### src/verilog/idx_sub_pkg.sv
// Shared types and constants for the indexed operand substitution logic.
// Assumes one clock domain and an instruction stream presented one word at a time.
// Functional notes
// - The prefix is a two-word statement run whatever the logic_result_bit holds.
// - The prefix word names a flag word or data word numbered 0 to 255.
// - The second word's parameter is replaced by the named word's current value.
// - Indexed bit operations take bit number from high byte, byte address from low.
// - Accepted classes: logic, set/reset, timer, counter, load/transfer, jump, shift, dec/inc, calls.
// - Input AND indexed via flag word with byte address above 127 becomes output AND.
package idx_sub_pkg;

	localparam int WORD_W = 16;
	localparam int NUM_W = 8;
	localparam logic [NUM_W-1:0] WORD_NUM_MAX = 8'hFF;
	localparam logic [7:0] INPUT_BYTE_LIMIT = 8'h7F;
	localparam int BIT_HI = 15;
	localparam int BIT_LO = 8;
	localparam int BYTE_HI = 7;
	localparam int BYTE_LO = 0;
	localparam logic [WORD_W-1:0] INDEX_RESET = 16'h0000;

	typedef enum logic [3:0] {
		OP_AND = 4'h0,
		OP_LOGIC_OTHER = 4'h1,
		OP_SET_RESET = 4'h2,
		OP_TIMER = 4'h3,
		OP_COUNTER = 4'h4,
		OP_LOAD_XFER = 4'h5,
		OP_JUMP = 4'h6,
		OP_SHIFT = 4'h7,
		OP_DEC_INC = 4'h8,
		OP_BLOCK_CALL = 4'h9,
		OP_DO = 4'hA,
		OP_OTHER = 4'hF
	} op_e;

	typedef enum logic [2:0] {
		OPND_NONE = 3'h0,
		OPND_INPUT = 3'h1,
		OPND_OUTPUT = 3'h2,
		OPND_FLAG = 3'h3,
		OPND_OTHER = 3'h4
	} opnd_e;

	typedef enum logic {
		SPACE_FLAG_WORD = 1'b0,
		SPACE_DATA_WORD = 1'b1
	} space_e;

	typedef struct packed {
		op_e op;
		opnd_e opnd;
		space_e space;
		logic [WORD_W-1:0] param;
	} instr_s;

	typedef struct packed {
		op_e op;
		opnd_e opnd;
		logic indexed;
		logic [7:0] byte_addr;
		logic [7:0] bit_num;
		logic [WORD_W-1:0] param;
	} exec_s;

	typedef struct packed {
		space_e space;
		logic [NUM_W-1:0] word_num;
	} index_req_s;

endpackage

### src/verilog/indexed_operand_substitution.sv
// Indexed-execute prefix handling: fetches the index word and rewrites the next instruction.
// Assumes the index word storage answers a request with idx_valid_in on a later cycle.
`timescale 1ns/1ps
module indexed_operand_substitution (
	input wire logic clk_in,
	input wire logic rstn_in,
	input wire logic instr_valid_in,
	input wire idx_sub_pkg::instr_s instr_in,
	output logic instr_ready_out,
	input wire logic logic_result_bit_in,
	output logic idx_req_out,
	output idx_sub_pkg::index_req_s idx_sel_out,
	input wire logic idx_valid_in,
	input wire logic [idx_sub_pkg::WORD_W-1:0] idx_data_in,
	output logic exec_valid_out,
	output idx_sub_pkg::exec_s exec_out,
	output logic illegal_pair_out
);
	typedef enum logic [2:0] {
		ST_IDLE = 3'b001,
		ST_FETCH = 3'b010,
		ST_ARMED = 3'b100
	} state_e;

	state_e state_reg, state_next;
	idx_sub_pkg::index_req_s sel_reg;
	logic [idx_sub_pkg::WORD_W-1:0] index_reg;
	logic req_reg;
	logic exec_valid_reg;
	idx_sub_pkg::exec_s exec_reg;
	logic illegal_reg;

	wire take = instr_valid_in && instr_ready_out;
	wire is_prefix = instr_in.op == idx_sub_pkg::OP_DO;
	wire permitted;
	wire is_bit = (instr_in.opnd == idx_sub_pkg::OPND_INPUT) || (instr_in.opnd == idx_sub_pkg::OPND_OUTPUT)
		|| (instr_in.opnd == idx_sub_pkg::OPND_FLAG);
	wire [7:0] idx_byte = index_reg[idx_sub_pkg::BYTE_HI:idx_sub_pkg::BYTE_LO];
	wire [7:0] idx_bit = index_reg[idx_sub_pkg::BIT_HI:idx_sub_pkg::BIT_LO];
	wire remap_to_output = (instr_in.op == idx_sub_pkg::OP_AND) && (instr_in.opnd == idx_sub_pkg::OPND_INPUT)
		&& (sel_reg.space == idx_sub_pkg::SPACE_FLAG_WORD) && (idx_byte > idx_sub_pkg::INPUT_BYTE_LIMIT);
	wire armed = state_reg == ST_ARMED;
	wire emit = take && !is_prefix && (!armed || permitted);
	wire refuse = take && armed && !permitted;

	// The result bit is deliberately not consulted anywhere; it is left unused.
	wire unused_result_bit = logic_result_bit_in;

	op_class_check u_check (
		.op_in(instr_in.op),
		.permitted_out(permitted)
	);

	assign instr_ready_out = state_reg != ST_FETCH;
	assign idx_req_out = req_reg;
	assign idx_sel_out = sel_reg;
	assign exec_valid_out = exec_valid_reg;
	assign exec_out = exec_reg;
	assign illegal_pair_out = illegal_reg;

	always_comb begin
		state_next = state_reg;
		unique case (state_reg)
			ST_IDLE: begin
				if (take && is_prefix) begin
					state_next = ST_FETCH;
				end
			end
			ST_FETCH: begin
				if (idx_valid_in) begin
					state_next = ST_ARMED;
				end
			end
			ST_ARMED: begin
				if (take) begin
					state_next = ST_IDLE;
				end
			end
			default: state_next = ST_IDLE;
		endcase
	end

	always_ff @(posedge clk_in or negedge rstn_in) begin
		if (!rstn_in) begin
			state_reg <= ST_IDLE;
			req_reg <= 1'b0;
			sel_reg <= '0;
			index_reg <= idx_sub_pkg::INDEX_RESET;
		end else begin
			state_reg <= state_next;
			req_reg <= take && is_prefix && !armed;
			if (take && is_prefix && !armed) begin
				sel_reg <= '{space: instr_in.space, word_num: instr_in.param[idx_sub_pkg::NUM_W-1:0]};
			end
			if (state_reg == ST_FETCH && idx_valid_in) begin
				index_reg <= idx_data_in;
			end
		end
	end

	// Refused pairings are dropped rather than executed, since running them could corrupt state.
	always_ff @(posedge clk_in or negedge rstn_in) begin
		if (!rstn_in) begin
			exec_valid_reg <= 1'b0;
			exec_reg <= '0;
			illegal_reg <= 1'b0;
		end else begin
			exec_valid_reg <= emit;
			illegal_reg <= refuse;
			if (emit && armed) begin
				exec_reg.op <= instr_in.op;
				exec_reg.opnd <= remap_to_output ? idx_sub_pkg::OPND_OUTPUT : instr_in.opnd;
				exec_reg.indexed <= 1'b1;
				exec_reg.param <= index_reg;
				exec_reg.byte_addr <= idx_byte;
				exec_reg.bit_num <= is_bit ? idx_bit : 8'h00;
			end else if (emit) begin
				exec_reg.op <= instr_in.op;
				exec_reg.opnd <= instr_in.opnd;
				exec_reg.indexed <= 1'b0;
				exec_reg.param <= instr_in.param;
				exec_reg.byte_addr <= instr_in.param[idx_sub_pkg::BYTE_HI:idx_sub_pkg::BYTE_LO];
				exec_reg.bit_num <= instr_in.param[idx_sub_pkg::BIT_HI:idx_sub_pkg::BIT_LO];
			end
		end
	end
endmodule

### src/verilog/op_class_check.sv
// Decides whether an operation class may follow the indexed-execute prefix.
// Assumes the class code comes straight from the instruction decoder.
`timescale 1ns/1ps
module op_class_check (
	input wire idx_sub_pkg::op_e op_in,
	output logic permitted_out
);
	// A second prefix or the OP_OTHER class is refused; unlisted codes 4'hB to 4'hE are permitted.
	assign permitted_out = (op_in != idx_sub_pkg::OP_DO) && (op_in != idx_sub_pkg::OP_OTHER);
endmodule

### config.mk
export PLATFORM = sky130hd
export DESIGN_NAME = indexed_operand_substitution
export DESIGN_NICKNAME = d
export VERILOG_FILES = /design/src/verilog/idx_sub_pkg.sv /design/src/verilog/indexed_operand_substitution.sv /design/src/verilog/op_class_check.sv
export SDC_FILE = /design/constraint.sdc
export NUM_CORES = 1
export LEC_CHECK = 0
export ABC_CLOCK_PERIOD_IN_PS = 2500
export BUFFER_PORTS_ARGS = -buffer_cell sky130_fd_sc_hd__buf_2
export CAP_MARGIN = 20
export CORE_MARGIN = 4
export CORE_UTILIZATION = 49
export DETAILED_ROUTE_END_ITERATION = 10
export GPL_ROUTABILITY_DRIVEN = 0
export GPL_TIMING_DRIVEN = 0
export PLACE_DENSITY = 0.79
export SLEW_MARGIN = 20
export SYNTH_ARGS = -nofsm -noshare
export SYNTH_HDL_FRONTEND = slang
export SYNTH_SLANG_ARGS = --single-unit
### constraint.sdc
create_clock -name clk_in -period 2.5 [get_ports clk_in]
set_input_delay 0.5 -clock clk_in [delete_from_list [all_inputs] [get_ports clk_in]]
set_output_delay 0.5 -clock clk_in [all_outputs]
set_load 0.005 [all_outputs]
==> results.toml, run 1 <==
[placement]
dp_slack_ns = 0.463
port-buffer-count = 96
place_inst = 391
dpl.hpwl_um = 4520

[flow_run]
drv_cap = 0

[sta]
setup_viol = 0
finClkSkew_ns = 0.00963
rsz0062_at_grt = "false"
worst_slack_ns = 0.486
setup_tns_ns = 0
fin_crit_ns = 2.01
worst_slew_pin_slew_ns = 0.786
fmax_mhz = 496
finalHoldViolCount = 0
finalMaxSlewViolations = 0
fin_crit_sh_pct = 80.6
relSlewSlack_pct = 47.6

[final_layout]
layout.nets = 375
drive_above_1_share_pct = 49.9
fin_cells = 407
largest_reg_flops = 32
layout_common_cells = "buf_2, dfrtp_1, mux2_2, nand2_1, o21ai_0"
final_common_cell = "buf_2"
n_antenna_cell = 0
areaGrowthSynthToFinish_pct = 27.8
final_util_pct = 64.3

[clock_network]
cts_root_buf = "clkbuf_8"
cts_setup_buffers = 0
cts_buffer_depth = 2
post_cts_resized = 0
numCtsBuffers = 9
cts_hold_buf = 0
clkTransAtPathRegs_ns = 0.07
clock-sinks = 63
clock_latency_ns = 0.34
cts_tree = "done"
htree_levels = 3

[yosys]
syn-cell-area_um2 = 2770
ys_ff_latch = 63
yosysTopAreaCell = "dfrtp_1"
synth_cells = 223
yosys-top-cells-area = "dfrtp_1, mux2_2, mux2i_1"
avgSynthCellArea_um2 = 12.4
ys_types = 33
synth_top_area_share_pct = 56.0
ys_warn_count = 0
syn-num-nets = 268
synth-seq-area-share_pct = 57.0

[critical_path]
cp.required_ns = 2.73
arrival_ns = 2.24
reg2reg_from = "state_reg[0]"
cp-end-kind = "flip-flop"
cp-startpoint = "state_reg[0]"
start_kind = "flip-flop"
critPathKind = "flip-flop to flip-flop"
cp_max_fo = 10

[hold_path]
holdCritPathClass = "input port to async pin"

[floorplan]
die-area_um2 = 6920
num_rows = 27
io_pins = 98
die_w_um = 83.2
die_y_um = 83.2
start_util_pct = 50.3
coreArea_um2 = 5510

[drt]
top_layer = "met4"
num_vias = 2062
route.met2.wl_um = 3140
wl_met3_um = 452
via_per_inst = 5.07
wl_per_cell_um = 15.9
first_pass_iters = 4
detail-route-antenna-nets = 0
wl_um = 6490
drt_iter0_markers = 81
drc = 0
wl_met1_um = 2750

[run_status]
outcome = "finished, final reports clean"

[global_routing]
grt_pass1_wl_um = 10800
grt_usage_pct = 19.9
grt_pass1_vias = 2139
antenna_found_initial = 0
overflow = 0
grt_max_degree = 64

[power]
peakVddDrop_mv = 0.434
finalPower_w = 0.00237
p_per_area_nw_per_um2 = 669
leakage_nw = 1.84
-- cell usage after synthesis --
cell and count:
a21oi_1 2, a22oi_1 8, a31oi_1 1, a32o_1 1, and2_1 1, buf_2 6, buf_4 8, buf_6 4
clkbuf_1 1, clkbuf_2 2, dfrtp_1 62, dfstp_2 1, inv_1 5, mux2_2 30, mux2i_1 17, nand2_1 26
nand3_1 1, nand3b_1 1, nand4_1 1, nand4bb_4 1, nor2_1 5, nor3_2 1, nor3b_1 4, nor3b_2 1
o2111ai_4 1, o21ai_0 24, o21ai_1 1, o21bai_1 1, o31ai_1 1, or3b_1 1, or4_1 2, or4b_1 1
xnor2_1 1
-- worst paths after layout --
kind	to	slack (ns)	depth (start not counted)
setup / recovery	idx_sel_out[3]	0.49	5
hold / removal	exec_out[11]	0.24	1
setup reg to reg	idx_sel_out[3]	0.49	5
hold reg to reg	exec_out[14]	0.48	2
max in group asynchronous	exec_out[17]	1.75	1
min in group clk_in	index_reg[5]	0.39	2
-- cell families (layout without fill, tap and decap cells) --
logic type | after synthesis | in the layout | share of synthesized area [%]
AOI/OAI and AO/OA | 40 | 40 | 9.12
xor gates and xnor gates | 1 | 1 | 0.316
buffers and inverters | 26 | 138 | 6.05
DFF | 63 | 63 | 57.0
muxes | 47 | 47 | 18.3
and+or+nand+nor | 46 | 46 | 9.21
-- worst max-delay path, cell delays in order (launching register included) --
cell     delay (ns)
dfstp_2        0.37
buf_6          0.12
nor3b_2        0.57
or4b_1         0.21
buf_2          0.27
mux2_2         0.37
-- layer usage --
layer / track usage, % / vias up
met3: 5.46 / 12
met2: 32.5 / 72
met5: 0 / -
met4: 8.77 / 0
li1: - / 993
met1: 24.8 / 985
-- through the flow --
stage,hold WS [ns],area (µm²)
floorplan,0.204,2770
global placement,0.457,3340
CTS,0.262,3540
finish,0.244,3540
detailed placement,0.467,3340
global route,0.300,3540
-- final cells by class --
type | count | area [µm²]
inverters | 5 | 18.8
multi-input cells | 134 | 1020
plain buffers | 21 | 149
flip-flops and latches | 63 | 1580
clock buffers | 10 | 138
fillers | 472 | 1970
well taps | 72 | 90.1
clock inverters | 6 | 60.1
repair buffers | 96 | 483
-- power breakdown --
| group | switching, W | internal [W] |
|---|---|---|
| registers | 0.0000480 | 0.00111 |
| logic | 0.000152 | 0.000179 |
| clock network | 0.000398 | 0.000482 |
| total | 0.000598 | 0.00177 |
Note: power is estimated with default switching activity, not from simulation.
==> inputs of run 2 (changes only) <==
--- a/config.mk
+++ b/config.mk
@@ -5,15 +5,16 @@
 export SDC_FILE = /design/constraint.sdc
 export NUM_CORES = 1
 export LEC_CHECK = 0
-export ABC_CLOCK_PERIOD_IN_PS = 2500
+export ABC_AREA = 1
+export ABC_CLOCK_PERIOD_IN_PS = 1700
 export BUFFER_PORTS_ARGS = -buffer_cell sky130_fd_sc_hd__buf_2
 export CAP_MARGIN = 20
 export CORE_MARGIN = 4
-export CORE_UTILIZATION = 49
+export CORE_UTILIZATION = 45
 export DETAILED_ROUTE_END_ITERATION = 10
 export GPL_ROUTABILITY_DRIVEN = 0
 export GPL_TIMING_DRIVEN = 0
-export PLACE_DENSITY = 0.79
+export PLACE_DENSITY = 0.76
 export SLEW_MARGIN = 20
 export SYNTH_ARGS = -nofsm -noshare
 export SYNTH_HDL_FRONTEND = slang
==> constraint.sdc (replaced) <==
create_clock -name clk_in -period 1.7 [get_ports clk_in]
set_input_delay 0.34 -clock clk_in [delete_from_list [all_inputs] [get_ports clk_in]]
set_output_delay 0.34 -clock clk_in [all_outputs]
set_load 0.005 [all_outputs]
==> run 2 against run 1 <==
Compared with the run above:
- sequential share of layout area decreased by 2.3 points
- clock power increased by 81%
- synthesized cell count increased by 50%
- design area is 5.4% higher
- cell count grew 28%
- flip-flop and latch count unchanged
- global-route usage down 0.94 points
==> results.toml, run 2 <==
[drt]
drt_iter0_markers = 94
wl_um = 7150
via_per_inst = 4.95
num_vias = 2585
drc = 0
wl_per_cell_um = 13.7
detail-route-antenna-nets = 0
first_pass_iters = 4

[hold_path]
min_to = "idx_sel_out[8]"
hold_depth = 3
hp-start = "instr_in[16]"
holdCritPathClass = "input port to flip-flop"

[critical_path]
rrSetupSlack_ns = 0.12
cp.required_ns = 1.97
cp_max_fo = 10
slowest_delay_ns = 0.54
reg2reg_from = "state_reg[0]"
arrival_ns = 1.85
path_cells = "inv_1, nand3_4, nand3_2, nor2_4, buf_4, o211ai_1, nand2_1"
worstRegToRegCells = 7
cp-end-kind = "flip-flop"
cp_slowest_cell = "dfstp_2"
timing.rr.end = "exec_out[24]"
critPathKind = "flip-flop to flip-flop"
start_kind = "flip-flop"

[yosys]
synth.most_common_cell = "nand2_1"
ys_async_sr_fraction_pct = 100
synth_top_area_share_pct = 54.0
synthTopCellsByCount = "nand2_1, nor2_1, dfrtp_1, a21oi_1, inv_1"
ys_types = 27
synth_top_family_by_area = "simple AND/OR/NAND/NOR gates"
syn-num-nets = 379
dominantRegCellSynth = "dfrtp_1"
synthSimpleGateAreaFrac_pct = 26.1
synth-seq-area-share_pct = 54.9
avgSynthCellArea_um2 = 8.60
ys_ff_latch = 63
synthMuxAreaShare_pct = 0
synth_edf_count = 0
ys_warn_count = 0
synth-xor-area-share_pct = 0
synth_fa_ha_area_share_pct = 0
synth_compound_area_share_pct = 9.89
yosys-top-cells-area = "dfrtp_1, nand2_1, nor2_1"
synth_cells = 334
syn-cell-area_um2 = 2870
yosysTopAreaCell = "dfrtp_1"

[floorplan]
coreArea_um2 = 6060
num_rows = 28
die_w_um = 87.9
start_util_pct = 47.4
io_pins = 98
die-area_um2 = 7730
die_y_um = 87.9

[clock_network]
cts_tree = "done"
clock_latency_ns = 0.33
post_cts_resized = 0
numCtsBuffers = 9
cts_root_buf = "clkbuf_8"
htree_levels = 3
cts_buffer_depth = 2
clock-sinks = 63
cts_setup_buffers = 0
clkTransAtPathRegs_ns = 0.07

[sta]
finClkSkew_ns = 0.00654
finalMaxSlewViolations = 0
worst_slew_pin_slew_ns = 0.672
setup_viol = 0
fin_crit_sh_pct = 93.1
fmax_mhz = 632
setup_tns_ns = 0
rsz0062_at_grt = "false"
fin_crit_ns = 1.58
relSlewSlack_pct = 54.9
finalHoldViolCount = 0

[final_layout]
layout.nets = 488
drive_above_1_share_pct = 33.6
largest_reg_flops = 32
fillers = 535
regArea_um2 = 1580
n_antenna_cell = 0
multi_input_area_um2 = 1030
areaGrowthSynthToFinish_pct = 29.9
final_common_cell = "buf_2"
fin_area_um2 = 3730
layout_common_cells = "buf_2, nand2_1, nor2_1, dfrtp_1, a21oi_1"

[placement]
dpl.hpwl_um = 5320
dpl_cell_area_um2 = 3480
port-buffer-count = 96

[global_routing]
grt_pass1_vias = 2478
overflow = 0
grt_max_degree = 50
grt_pass1_wl_um = 11300
antenna_found_initial = 0
grt_usage_pct = 19.0

[power]
peakVddDrop_mv = 0.786
leakage_nw = 2.03
p_per_area_nw_per_um2 = 1390

[flow_run]
drv_cap = 0

[run_status]
outcome = "finished, final reports clean"
==> run 2: cell count changes after synthesis, moves of 5 or more <==
cell / previous run / this run
a21oi_1: 2 / 32
a22oi_1: 8 / 0
inv_1: 5 / 24
mux2_2: 30 / 0
mux2i_1: 17 / 0
nand2_1: 26 / 82
nor2_1: 5 / 66
nor3_1: 0 / 9
o211ai_1: 0 / 8
o21ai_0: 24 / 1
o21ai_2: 0 / 5
==> run 2: metal layers <==
layer	GRT usage, %	vias to the layer above	wire [µm]
met5	0	-	0
met2	30.2	90	3290
met4	8.79	0	168
met1	24.7	1210	3190
li1	-	1269	-
met3	4.23	16	495
==> run 2: metrics by stage <==
stage                     setup slack, ns  cells  total power [W]  utilization [%]  hold slack [ns]
after floorplan                     0.271    334          0.00304                -           0.0444
after detailed placement           0.0729    506          0.00365             57.4            0.217
final                               0.118    522          0.00520             61.6            0.221
after CTS                           0.103    522          0.00525             61.6            0.211
after global routing               0.0128    522          0.00554             61.6            0.218
after global placement             0.0791    505          0.00357             56.9            0.454
==> run 2: worst max-delay path: cells and delay by family, from the launching register on <==
| family | cells | cell delay, ns |
|---|---|---|
| buffers and inverters | 2 | 0.32 |
| flip-flops | 1 | 0.54 |
| AO/OA/AOI/OAI | 1 | 0.12 |
| AND/OR/NAND/NOR | 4 | 0.55 |
==> run 2: how the worst max path moves through the flow <==
stage | from | to | slack, ns | cells after the start
6_report | state_reg[0] | exec_out[24] | 0.12 | 7
5_1_grt | state_reg[0] | index_reg[15] | 0.01 | 5
4_1_cts | state_reg[1] | exec_out[14] | 0.10 | 7
3_5_place_dp | instr_in[20] | idx_sel_out[5] | 0.07 | 8
3_3_place_gp | rstn_in | exec_out[9] | 0.08 | 1
2_1_floorplan | state_reg[0] | exec_out[34] | 0.27 | 9
==> run 2: report_power, final <==
part           leakage (nW)  switching [W]  internal, W
clock                 0.123       0.000546      0.00105
combinational          1.17       0.000782     0.000637
sequential            0.736       0.000218      0.00197
==> run 2: final cells by class <==
| cell class | count | area share, % |
|---|---|---|
| sequential | 63 | 42.3 |
| multi-input combinational | 223 | 27.7 |
| timing repair buffer | 98 | 13.9 |
| buffer | 20 | 4.19 |
| clock buffer | 12 | 4.16 |
| inverter | 28 | 2.82 |
| tap | 75 | 2.51 |
| clock inverter | 3 | 2.41 |
==> run 2: cell families after synthesis <==
family	after synthesis
flops	63
compound gates	48
simple gates	175
buf+inv	48
==> run 2: what timing repair did <==
action                     CTS  global route
hold buffers                 1             0
setup endpoints to repair    0             0
hold endpoints to repair    13             0
==> inputs of run 3 (changes only) <==
--- a/config.mk
+++ b/config.mk
@@ -6,15 +6,15 @@
 export NUM_CORES = 1
 export LEC_CHECK = 0
 export ABC_AREA = 1
-export ABC_CLOCK_PERIOD_IN_PS = 1700
+export ABC_CLOCK_PERIOD_IN_PS = 1680
 export BUFFER_PORTS_ARGS = -buffer_cell sky130_fd_sc_hd__buf_2
 export CAP_MARGIN = 20
 export CORE_MARGIN = 4
-export CORE_UTILIZATION = 45
+export CORE_UTILIZATION = 50
 export DETAILED_ROUTE_END_ITERATION = 10
 export GPL_ROUTABILITY_DRIVEN = 0
 export GPL_TIMING_DRIVEN = 0
-export PLACE_DENSITY = 0.76
+export PLACE_DENSITY = 0.8
 export SLEW_MARGIN = 20
 export SYNTH_ARGS = -nofsm -noshare
 export SYNTH_HDL_FRONTEND = slang
==> constraint.sdc (replaced) <==
create_clock -name clk_in -period 1.68 [get_ports clk_in]
set_input_delay 0.336 -clock clk_in [delete_from_list [all_inputs] [get_ports clk_in]]
set_output_delay 0.336 -clock clk_in [all_outputs]
set_load 0.005 [all_outputs]
==> run 3 against run 2 <==
Compared with the run above:
- clock-buffer cell count shrank 1
- design area is 2.6% lower
- maximum frequency is 1.0% higher
- clock skew up 0.00077 ns
- global-route usage grew 2.4 points
- via count unchanged
- power decreased by 8.3%
- critical path type unchanged
- critical endpoint is now index_reg[6]
- largest power group unchanged
==> results.toml, run 3 (synthesized netlist as in run 2, its figures left out) <==
[run_status]
outcome = "finished, final reports clean"

[drt]
drc = 0
wl_um = 7050
detail-route-antenna-nets = 0
first_pass_iters = 4
drt_iter0_markers = 161
via_per_inst = 5.00
num_vias = 2585
wl_per_cell_um = 13.6

[critical_path]
arrival_ns = 1.76
start_kind = "flip-flop"
cp-end-kind = "flip-flop"
cp.required_ns = 1.88
cp_slowest_cell = "dfstp_2"
critPathKind = "flip-flop to flip-flop"
cp_max_fo = 10
path_cells = "inv_1, nand4_1, clkbuf_1, a21oi_1"
slowest_delay_ns = 0.53

[power]
finalPower_w = 0.00477
leakage_nw = 1.99
peakVddDrop_mv = 0.642
p_per_area_nw_per_um2 = 1310

[sta]
setup_tns_ns = 0
finalHoldViolCount = 0
setup_viol = 0
finalMaxSlewViolations = 0
rsz0062_at_grt = "true"
worst_slew_pin_slew_ns = 0.778
finClkSkew_ns = 0.00731
fin_crit_ns = 1.57
fmax_mhz = 639
relSlewSlack_pct = 48.1
fin_crit_sh_pct = 93.2
worst_slack_ns = 0.114

[final_layout]
final_common_cell = "buf_2"
drive_above_1_share_pct = 33.5
fillers = 500
final_util_pct = 65.6
areaGrowthSynthToFinish_pct = 26.5
n_antenna_cell = 0
fin_cells = 517
layout.nets = 486
layout_common_cells = "buf_2, nand2_1, nor2_1, dfrtp_1, a21oi_1"
largest_reg_flops = 32

[placement]
port-buffer-count = 96
dpl.hpwl_um = 5080
dp_slack_ns = 0.00540
place_inst = 502

[floorplan]
num_rows = 27
coreArea_um2 = 5540
die_w_um = 83.8
io_pins = 98
die-area_um2 = 7020
die_y_um = 83.8
start_util_pct = 51.9

[clock_network]
cts_root_buf = "clkbuf_8"
cts_tree = "done"
cts_buffer_depth = 2
cts_hold_buf = 0
clkTransAtPathRegs_ns = 0.07
numCtsBuffers = 9
cts_setup_buffers = 0
clock_latency_ns = 0.33
htree_levels = 3
clock-sinks = 63
post_cts_resized = 0

[flow_run]
drv_cap = 0

[global_routing]
overflow = 0
grt_pass1_vias = 2623
grt_usage_pct = 21.3
antenna_found_initial = 0
grt_max_degree = 64
grt_pass1_wl_um = 12200

[hold_path]
holdCritPathClass = "input port to async pin"
==> run 3: cell count changes in the layout (fill, tap and decap cells not counted), sizes merged <==
cell	previous run	this run
buf	114	112
clkinv	0	3
clkinvlp	0	1
bufinv	3	0
dlygate4sd3	1	0
==> run 3: layout make-up <==
| type | instances | area, µm² | area share, % |
|---|---|---|---|
| flip-flops and latches | 63 | 1580 | 43.4 |
| multi-input cells | 223 | 1050 | 29.0 |
| plain buffers | 20 | 159 | 4.37 |
| clock buffers | 11 | 141 | 3.89 |
| well taps | 72 | 90.1 | 2.48 |
| clock inverters | 4 | 22.5 | 0.620 |
| inverters | 28 | 105 | 2.89 |
| repair buffers | 96 | 483 | 13.3 |
==> run 3: path summary, 6_finish.rpt <==
kind / end / depth (start not counted) / slack [ns] / startpoint
setup / recovery: index_reg[6] / 4 / 0.11 / state_reg[0]
min in group clk_in: idx_sel_out[8] / 3 / 0.21 / instr_in[16]
hold / removal: idx_sel_out[4] / 1 / 0.08 / rstn_in
setup reg to reg: index_reg[6] / 4 / 0.11 / state_reg[0]
max in group asynchronous: state_reg[1] / 1 / 1.08 / rstn_in
hold reg to reg: exec_out[32] / 2 / 0.47 / exec_out[32]
==> run 3: worst max-delay path: cells and delay by family, from the launching register on <==
kind                   cells  cell delay (ns)
buffers and inverters      2             0.53
AO/OA/AOI/OAI              1             0.14
flip-flops                 1             0.53
AND/OR/NAND/NOR            1             0.22
==> run 3: power by group <==
group | total, W | switching (W) | internal, W | leakage [nW]
sequential | 0.00221 | 0.000222 | 0.00199 | 0.736
clock | 0.00113 | 0.000566 | 0.000560 | 0.0850
combinational | 0.00143 | 0.000791 | 0.000638 | 1.17
total | 0.00477 | 0.00158 | 0.00319 | 1.99
==> run 3: per-layer routing <==
layer	vias to the layer above	part of all wire, %	global-route usage (%)
met1	1216	43	28.4
met2	88	47	33.3
met3	13	8.1	5.82
met5	-	0	0
met4	0	1.6	8.19
li1	1268	-	-
==> run 3: metrics by stage <==
stage | instance area (µm²) | hold WS (ns)
finish | 3630 | 0.0849
global route | 3630 | 0.145
CTS | 3610 | 0.107
detailed placement | 3450 | 0.456
global placement | 3440 | 0.454
floorplan | 2870 | 0.0404
